### src/design/ecsd_map.svh
/*
 * Constants of the chip-select decoder: control field positions, reset values,
 * the on-chip peripheral I/O window and counts.
 * Assumes it is included by bare name from the design files.
 */
`ifndef ECSD_MAP_SVH
`define ECSD_MAP_SVH

// Control byte layout
`define ECSD_CTL_WAIT_MSB   7
`define ECSD_CTL_WAIT_LSB   5
`define ECSD_CTL_IO_BIT     4
`define ECSD_CTL_EN_BIT     3

// Reset values
`define ECSD_CTL0_RST       8'he8
`define ECSD_CTLX_RST       8'h00
`define ECSD_LOWER_RST      8'h00
`define ECSD_UPPER0_RST     8'hff
`define ECSD_UPPERX_RST     8'h00

// On-chip peripheral I/O range 0080h-00FFh: high byte 00h with bit 7 set
`define ECSD_PERIPH_HI      8'h00
`define ECSD_PERIPH_BIT     7

// Counts
`define ECSD_NUM_SEL        4
`define ECSD_WAIT_W         3

`endif

### src/design/ecsd_pkg.sv
/*
 * Types of the chip-select decoder.
 * Assumes ecsd_map.svh is compiled alongside.
 */
package ecsd_pkg;

    // Access sequencer states, one-hot
    typedef enum logic [2:0] {
        ECSD_ST_IDLE = 3'h1,
        ECSD_ST_WAIT = 3'h2,
        ECSD_ST_HOLD = 3'h4
    } ecsd_state_t;

endpackage : ecsd_pkg

### src/design/ecsd_sel_if.sv
/*
 * Carrier between the decoder top and one window matcher: the window setup
 * of one select and the raw hit that comes back.
 * Assumes the top owns the setup registers.
 */
`timescale 1ns/1ns

interface ecsd_sel_if;
    logic       enable;
    logic       io_space;
    logic [7:0] lower;
    logic [7:0] upper;
    logic       hit;

    modport cfg   (output enable, output io_space, output lower, output upper, input hit);
    modport match (input enable, input io_space, input lower, input upper, output hit);
endinterface : ecsd_sel_if

### src/design/ecsd_select_match.sv
/*
 * One select's address window compare, memory or I/O mode.
 * Assumes address and access kind are stable while an access is presented.
 */
`timescale 1ns/1ns
`include "ecsd_map.svh"

module ecsd_select_match (
    // Window setup and hit
    ecsd_sel_if.match   sel,
    // CPU access
    input  wire logic [23:0] addr_i,
    input  wire logic        mem_access_i,
    input  wire logic        io_access_i
);

    logic mem_hit;
    logic io_hit;
    logic periph;

    // Memory windows are whole 64 KB pages, bounds inclusive
    assign mem_hit = mem_access_i && !sel.io_space
                     && (addr_i[23:16] >= sel.lower)
                     && (addr_i[23:16] <= sel.upper);

    // Internal registers own 0080h-00FFh, so no external select there
    assign periph  = (addr_i[15:8] == `ECSD_PERIPH_HI) && addr_i[`ECSD_PERIPH_BIT];

    // I/O windows are one 256-byte block picked by the lower bound
    assign io_hit  = io_access_i && sel.io_space
                     && (addr_i[15:8] == sel.lower) && !periph;

    // Nothing matches until enabled
    assign sel.hit = sel.enable && (mem_hit || io_hit);

endmodule : ecsd_select_match

### src/design/ecsd_decoder.sv
/*
 * External chip-select decoder: four programmable memory or I/O windows,
 * fixed priority, registered active-low select and strobe outputs, and a
 * per-select wait-state stall toward the CPU.
 * Assumes the CPU holds address, kind and direction steady from the cycle
 * access_valid_i rises until it drops it after access_ready_o.
 */
`timescale 1ns/1ns
`include "ecsd_map.svh"

// Summary of operation
// - Four independent selects, memory or I/O each
// - Space bit zero memory, one I/O
// - Reset puts every select in memory space
// - Select never asserts unless enabled
// - Memory hit when lower <= ADDR[23:16] <= upper
// - Lowest-numbered matching select wins alone
// - Memory hit drives select, memory strobe, direction low
// - Memory windows in 64 KB pages
// - I/O select covers one 256-byte block
// - Per-select wait count up to seven
// - Select 0 bounds 00h..FFh, others 00h
// - I/O hit when ADDR[15:8] equals lower
// - No I/O select in peripheral range
// - Each wait state stalls one clock
module ecsd_decoder #(
    parameter int NUM_SEL = `ECSD_NUM_SEL,
    parameter int WAIT_W  = `ECSD_WAIT_W
) (
    // Clock and reset
    input  wire logic               sys_clk_i,
    input  wire logic               rst_n_i,
    // Setup writes, one strobe per select
    input  wire logic [NUM_SEL-1:0] cfg_we_i,
    input  wire logic [7:0]         select_control_register_i,
    input  wire logic [7:0]         window_lower_bound_i,
    input  wire logic [7:0]         window_upper_bound_i,
    // Setup readback of the chosen select
    input  wire logic [1:0]         cfg_rd_sel_i,
    output logic [7:0]              select_control_register_o,
    output logic [7:0]              window_lower_bound_o,
    output logic [7:0]              window_upper_bound_o,
    // CPU access
    input  wire logic               access_valid_i,
    input  wire logic [23:0]        cpu_addr_i,
    input  wire logic               mem_access_i,
    input  wire logic               io_access_i,
    input  wire logic               write_i,
    output logic                    cpu_stall_o,
    output logic                    access_ready_o,
    // External bus
    output logic [NUM_SEL-1:0]      select_n_o,
    output logic                    memory_request_strobe_n_o,
    output logic                    io_request_strobe_n_o,
    output logic                    rd_n_o,
    output logic                    wr_n_o
);

    ////////////////////////////////////////////////////////////////////////////////
    // Parameter check

    // Priority, readback index and control byte assume this shape
    if (NUM_SEL != 4 || WAIT_W != 3) begin : g_bad_param
        $error("ecsd_decoder supports four selects with a 3-bit wait field only");
    end

    ////////////////////////////////////////////////////////////////////////////////
    // Setup registers

    logic [7:0] ctl_q   [NUM_SEL];
    logic [7:0] ctl_d   [NUM_SEL];
    logic [7:0] lower_q [NUM_SEL];
    logic [7:0] lower_d [NUM_SEL];
    logic [7:0] upper_q [NUM_SEL];
    logic [7:0] upper_d [NUM_SEL];

    // A write strobe loads all three bytes of its select at once
    always_comb
    begin
        for (int i = 0; i < NUM_SEL; i++)
        begin
            ctl_d[i]   = cfg_we_i[i] ? select_control_register_i : ctl_q[i];
            lower_d[i] = cfg_we_i[i] ? window_lower_bound_i      : lower_q[i];
            upper_d[i] = cfg_we_i[i] ? window_upper_bound_i      : upper_q[i];
        end
    end

    // Select 0 comes up enabled over all memory so boot code can be fetched
    always_ff @(posedge sys_clk_i)
    begin
        for (int i = 0; i < NUM_SEL; i++)
        begin
            if (!rst_n_i)
            begin
                ctl_q[i]   <= (i == 0) ? `ECSD_CTL0_RST : `ECSD_CTLX_RST;
                lower_q[i] <= `ECSD_LOWER_RST;
                upper_q[i] <= (i == 0) ? `ECSD_UPPER0_RST : `ECSD_UPPERX_RST;
            end
            else
            begin
                ctl_q[i]   <= ctl_d[i];
                lower_q[i] <= lower_d[i];
                upper_q[i] <= upper_d[i];
            end
        end
    end

    // Readback is combinational from the setup flops
    assign select_control_register_o = ctl_q[cfg_rd_sel_i];
    assign window_lower_bound_o      = lower_q[cfg_rd_sel_i];
    assign window_upper_bound_o      = upper_q[cfg_rd_sel_i];

    ////////////////////////////////////////////////////////////////////////////////
    // Window matchers

    logic [NUM_SEL-1:0] hit;

    for (genvar g = 0; g < NUM_SEL; g++) begin : g_sel
        ecsd_sel_if sel_if ();

        assign sel_if.enable   = ctl_q[g][`ECSD_CTL_EN_BIT];
        assign sel_if.io_space = ctl_q[g][`ECSD_CTL_IO_BIT];
        assign sel_if.lower    = lower_q[g];
        assign sel_if.upper    = upper_q[g];
        assign hit[g]          = sel_if.hit;

        ecsd_select_match u_match (
            .sel          (sel_if.match),
            .addr_i       (cpu_addr_i),
            .mem_access_i (mem_access_i),
            .io_access_i  (io_access_i)
        );
    end

    ////////////////////////////////////////////////////////////////////////////////
    // Priority pick

    logic [NUM_SEL-1:0] win;
    logic [WAIT_W-1:0]  win_wait;
    logic               win_io;
    logic               any_win;

    // Walk from the top down so the lowest-numbered hit is left standing
    always_comb
    begin
        win      = '0;
        win_wait = '0;
        win_io   = 1'b0;
        for (int i = NUM_SEL - 1; i >= 0; i--)
        begin
            if (hit[i])
            begin
                win      = '0;
                win[i]   = 1'b1;
                win_wait = ctl_q[i][`ECSD_CTL_WAIT_MSB:`ECSD_CTL_WAIT_LSB];
                win_io   = ctl_q[i][`ECSD_CTL_IO_BIT];
            end
        end
        any_win = |win;
    end

    ////////////////////////////////////////////////////////////////////////////////
    // Access sequencer and wait counter

    ecsd_pkg::ecsd_state_t state_q;
    ecsd_pkg::ecsd_state_t state_d;
    logic [WAIT_W-1:0]     cnt_q;
    logic [WAIT_W-1:0]     cnt_d;

    // Wait count is sampled once, at the start, so a mid-access write cannot stretch it
    always_comb
    begin
        state_d = state_q;
        cnt_d   = cnt_q;
        case (state_q)
            ecsd_pkg::ECSD_ST_IDLE:
            begin
                if (access_valid_i)
                begin
                    cnt_d   = any_win ? win_wait : '0;
                    state_d = (any_win && win_wait != '0) ? ecsd_pkg::ECSD_ST_WAIT
                                                          : ecsd_pkg::ECSD_ST_HOLD;
                end
            end
            ecsd_pkg::ECSD_ST_WAIT:
            begin
                cnt_d = cnt_q - 1'b1;
                if (!access_valid_i)
                    state_d = ecsd_pkg::ECSD_ST_IDLE;
                else if (cnt_q == 3'h1)
                    state_d = ecsd_pkg::ECSD_ST_HOLD;
            end
            ecsd_pkg::ECSD_ST_HOLD:
            begin
                if (!access_valid_i)
                    state_d = ecsd_pkg::ECSD_ST_IDLE;
            end
            default:
            begin
                state_d = ecsd_pkg::ECSD_ST_IDLE;
                cnt_d   = '0;
            end
        endcase
    end

    always_ff @(posedge sys_clk_i)
    begin
        if (!rst_n_i)
        begin
            state_q <= ecsd_pkg::ECSD_ST_IDLE;
            cnt_q   <= '0;
        end
        else
        begin
            state_q <= state_d;
            cnt_q   <= cnt_d;
        end
    end

    assign cpu_stall_o    = (state_q == ecsd_pkg::ECSD_ST_WAIT);
    assign access_ready_o = (state_q == ecsd_pkg::ECSD_ST_HOLD);

    ////////////////////////////////////////////////////////////////////////////////
    // Registered bus outputs

    logic [NUM_SEL-1:0] sel_n_q;
    logic [NUM_SEL-1:0] sel_n_d;
    logic               memory_request_strobe_n_q;
    logic               memory_request_strobe_n_d;
    logic               io_request_strobe_n_q;
    logic               io_request_strobe_n_d;
    logic               rd_n_q;
    logic               rd_n_d;
    logic               wr_n_q;
    logic               wr_n_d;

    // Registering costs one cycle of latency but keeps the pins glitch free
    always_comb
    begin
        sel_n_d  = '1;
        memory_request_strobe_n_d = 1'b1;
        io_request_strobe_n_d = 1'b1;
        rd_n_d   = 1'b1;
        wr_n_d   = 1'b1;
        if (access_valid_i && any_win)
        begin
            sel_n_d  = ~win;
            memory_request_strobe_n_d = win_io;
            io_request_strobe_n_d = ~win_io;
            rd_n_d   = write_i;
            wr_n_d   = ~write_i;
        end
    end

    always_ff @(posedge sys_clk_i)
    begin
        if (!rst_n_i)
        begin
            sel_n_q  <= '1;
            memory_request_strobe_n_q <= 1'b1;
            io_request_strobe_n_q <= 1'b1;
            rd_n_q   <= 1'b1;
            wr_n_q   <= 1'b1;
        end
        else
        begin
            sel_n_q  <= sel_n_d;
            memory_request_strobe_n_q <= memory_request_strobe_n_d;
            io_request_strobe_n_q <= io_request_strobe_n_d;
            rd_n_q   <= rd_n_d;
            wr_n_q   <= wr_n_d;
        end
    end

    assign select_n_o                = sel_n_q;
    assign memory_request_strobe_n_o = memory_request_strobe_n_q;
    assign io_request_strobe_n_o     = io_request_strobe_n_q;
    assign rd_n_o                    = rd_n_q;
    assign wr_n_o                    = wr_n_q;

endmodule : ecsd_decoder

### config.mk
export PLATFORM = sky130hd
export DESIGN_NAME = ecsd_decoder
export DESIGN_NICKNAME = d
export VERILOG_FILES = /design/src/design/ecsd_pkg.sv /design/src/design/ecsd_sel_if.sv /design/src/design/ecsd_select_match.sv /design/src/design/ecsd_decoder.sv
export VERILOG_INCLUDE_DIRS = /design/src /design/src/design
export SDC_FILE = /design/constraint.sdc
export NUM_CORES = 1
export LEC_CHECK = 0
export BUFFER_PORTS_ARGS = -buffer_cell sky130_fd_sc_hd__buf_2
export CORE_MARGIN = 1.5
export CORE_UTILIZATION = 25
export DETAILED_ROUTE_END_ITERATION = 10
export SETUP_SLACK_MARGIN = 0.05
export SLEW_MARGIN = 20
export SYNTH_ARGS = -nofsm -noshare
export SYNTH_HDL_FRONTEND = slang
export SYNTH_SLANG_ARGS = --single-unit
export TNS_END_PERCENT = 5
### constraint.sdc
create_clock -name sys_clk_i -period 9.1 [get_ports sys_clk_i]
set_input_delay 1.365 -clock sys_clk_i [delete_from_list [all_inputs] [get_ports sys_clk_i]]
set_output_delay 1.365 -clock sys_clk_i [all_outputs]
set_load 0.03 [all_outputs]
==> results by group <==
Run status
  – Outcome: completed

Setup path
  – Buf+Inv Stages, Crit Path: 2
  – Critical path depth: 3
  – Crit path DAT: about 2.9 ns
  – Crit-path cells: buf_2, mux4_2, buf_2
  – Crit path to: select_control_register_o[4]
  – WS Path Type: input port to primary output
  – Most used cell, CP: buf_2
  – Worst reg2reg setup slack: 5.82 ns
  – RR Startpoint: lower_q[2][0]
  – Slowest cell on the critical path: buf_2
  – Critical path launch point: cfg_rd_sel_i[1]
  – CP Launch Type: input port
  – Top Family by Delay on Critical Path: buffers and inverters
  – Max incr delay on CP: around 0.67 ns
  – Path depth of the worst reg2reg path: 10
  – Worst flop-to-flop path endpoint: state_q[1]
  – Critical path capture point type: primary output
  – Required time worst endpoint: around 7.7 ns
  – Worst-path maximum fanout: 24

STA
  – Clk_skew: around 0.01 ns
  – Final worst slack: between 4 and 5 ns
  – Worst-Margin Slew: approximately 0.96 ns
  – Tcrit/Tclk final: between 40% and 50%
  – Final Slew Violations: 0
  – Worst slew margin: a little over a third
  – Fmax: between 0.2 and 0.25 GHz
  – Final setup fails: 0
  – RSZ-0062 raised after global routing: false
  – Final hold vios: 0
  – Post-layout min period: about 4.3 ns
  – Post-route setup TNS: 0 ns

Placement
  – I/O Buffers: between 80 and 90
  – Placed wire-length estimate: 14000 um
  – Inst Count DP: 1140
  – GPL Wtd Cong: ~0.84
  – Dpl ws: 4.47 ns

Global routing
  – Largest net degree at the start of global routing: 102
  – Met1 usage: 17.9%
  – All-Layer GR Usage: 13.6%
  – Antenna violations before repair: 2
  – Total grt overflow: 0
  – Most Crowded Layer GR: met2
  – GR Layer Usage met2: between 20% and 30%
  – M3 GR Usage: 3.93%
  – Vias in the first global route: around 5.4k
  – First-pass GRT wire length: 30200 um

CTS
  – Total CTS buffers: 9
  – CTS tree: done
  – # H-tree levels: 3
  – Hold_buf cts: 0
  – Number of setup buffers added after CTS: 0
  – TritonCTS sink count: between 100 and 150
  – Post-CTS Resized: 0
  – CTS clk-pin slew, worst paths: ~0.07 ns
  – Clock root buffer: clkbuf_16
  – Skew-Pair Late Insertion Delay: 0.36 ns
  – CTS Buffer Depth: 2

Detailed routing
  – DR iter-0 viols: 247
  – Via count: around 5.3k
  – Drt drc: 0
  – Drt wl/cell: approximately 17 um
  – DRT Pass-1 Iters: 4
  – Drt total wl: around 19000 um
  – Final ANT Viol Nets: 0
  – Vias per cell: 4.54

Synth
  – Gate Count Post-Synth: slightly above 700
  – Synth unique cells: 59
  – Post-synth EDFFs: 0
  – Syn Nets: between 800 and 900
  – Synth Cell Area: approximately 7000 um^2
  – Async S/R FF share, synth: 0%
  – Syn avg cell area: around 9.7 um^2
  – Main synth FF type: dfxtp_1
  – Yosys reg bits: 110
  – Sequential area share after synthesis: a little under a third
  – Synth warnings: 0

Floorplanning
  – Die area: 28900 um^2
  – Die width: ~170 um
  – Row cnt: 60
  – Number of top-level pins: 94
  – Die Height: around 170 um
  – Initial core utilization: 25.6%
  – Placeable Area: 27200 um^2

Pwr
  – Sw frac: between 30% and 40%
  – Peak VDD IR: ~0.000091 V
  – Part of the power in registers: 44.3%
  – PwrDens: ~150 nW/um^2
  – Int Pwr: between 0.8 and 0.9 mW
  – Clk pwr share: about a third
  – Leak Pwr: around 3.4 nW
  – Comb power frac: between 20% and 30%
  – P_sw: ~0.37 mW

Worst hold path
  – Hold Crit Depth: 2
  – Worst Hold Class: flip-flop to flip-flop

Layout
  – Area grow syn2layout: 14.7%
  – Final cell count without fillers: 1157
  – # nets final: approximately 910
  – Util after Layout: around 29%
  – Share of cells above drive strength 1: between 15 and 20%

Job
  – Max_cap viols: 0
per-stage QoR:
| step | total power [mW] | area (um^2) | hold slack [ns] |
|---|---|---|---|
| floorplan | 0.734 | 6960 | 0.451 |
| global placement | 0.809 | 7680 | 0.479 |
| detailed placement | 0.814 | 7680 | 0.481 |
| CTS | 1.23 | 7980 | 0.508 |
| global route | 1.28 | 7980 | 0.543 |
| finish | 1.21 | 7990 | 0.506 |
power groups by stage:
stage	logic, mW	registers, mW	clock network, mW
finish	0.266	0.537	0.408
global route	0.296	0.541	0.440
CTS	0.268	0.537	0.421
detailed placement	0.266	0.548	0
global placement	0.262	0.547	0
floorplan	0.194	0.540	0
cell families (layout without fill, tap and decap cells):
group | count (synthesis) | in the layout | share of synthesized area (%)
adder cells (fa/ha/maj) | 66 | 66 | 11.9
AO/OA/AOI/OAI | 88 | 88 | 8.52
other | 0 | 1 | 0
AND/OR/NAND/NOR | 206 | 206 | 17.1
XOR/XNOR | 32 | 32 | 4.03
buffers and inverters | 106 | 169 | 6.25
flip-flops | 110 | 110 | 31.6
multiplexers | 113 | 113 | 20.6
cell usage after synthesis (5+ instances only):
master    count  area, um^2
xnor2_1      19         166
o21ai_0      20         100
nand4_1      15        93.8
nand3_1       9        45.0
nand2b_1      9        56.3
inv_1        65         244
dfxtp_1     110        2200
xor2_1       13         114
buf_4         8        60.1
buf_1         6        22.5
clkbuf_1     25        93.8
o211ai_1     11        82.6
mux4_2       24         541
and2_1        5        31.3
nor2_1       11        41.3
nand2_1      37         139
mux2i_1      89         891
nor2b_1      88         551
or3_1         5        31.3
a21oi_1      24         120
ha_1         66         826
worst min-delay path by stage:
| stage | slack [ns] | endpoint | startpoint |
|---|---|---|---|
| floorplan | 0.45 | ctl_q[0][7] | ctl_q[0][7] |
| global placement | 0.48 | ctl_q[0][7] | ctl_q[0][7] |
| global route | 0.54 | ctl_q[0][1] | ctl_q[0][1] |
| detailed placement | 0.48 | ctl_q[0][7] | ctl_q[0][7] |
| CTS | 0.51 | ctl_q[0][7] | ctl_q[0][7] |
| finish | 0.51 | upper_q[0][5] | upper_q[0][5] |
worst register-to-register path: cells and delay by family, from the launching register on:
family / cells / cell delay (ns)
AND/OR/NAND/NOR: 5 / 1.03
flip-flops: 1 / 0.41
AO/OA/AOI/OAI: 4 / 1.47
adder cells (fa/ha/maj): 1 / 0.25
layout by cell type (no fill, tap or decap), types with 4 or more instances in the layout:
| master | n |
|---|---|
| nor3_1 | 4 |
| clkbuf_16 | 9 |
| and2_1 | 5 |
| xor2_1 | 13 |
| inv_1 | 65 |
| o211ai_1 | 11 |
| nand2_1 | 37 |
| nand3_1 | 9 |
| mux4_2 | 24 |
| xnor2_1 | 19 |
| a21oi_1 | 24 |
| nor2_1 | 11 |
| buf_2 | 86 |
| ha_1 | 66 |
| or3_1 | 5 |
| dfxtp_1 | 110 |
| o21ai_0 | 20 |
| nor2b_1 | 88 |
| nand4_1 | 15 |
| nand2b_1 | 9 |
| mux2i_1 | 89 |
| o31ai_1 | 4 |
layer usage:
metal | up-vias | share of wire, %
met5 | - | 0.13
met2 | 102 | 45
li1 | 2655 | -
met4 | 4 | 1.3
met1 | 2474 | 48
met3 | 19 | 5.0
flip-flops by register name (all words and copies together) (netlist names):
register,flops
ctl_q,32
lower_q,32
upper_q,32
select_n_o,4
cnt_q,3
state_q,3
io_request_strobe_n_o,1
memory_request_strobe_n_o,1
rd_n_o,1
wr_n_o,1
final cells by class:
class	count	area [um^2]
Timing Repair Buffer	87	438
Inverter	66	248
Multi-Input combinational cell	505	4330
Sequential cell	110	2200
Clock inverter	7	72.6
Antenna cell	1	2.50
Fill cell	2943	19200
Tap cell	372	465
Clock buffer	9	225
(Power assumes the default switching activity.)
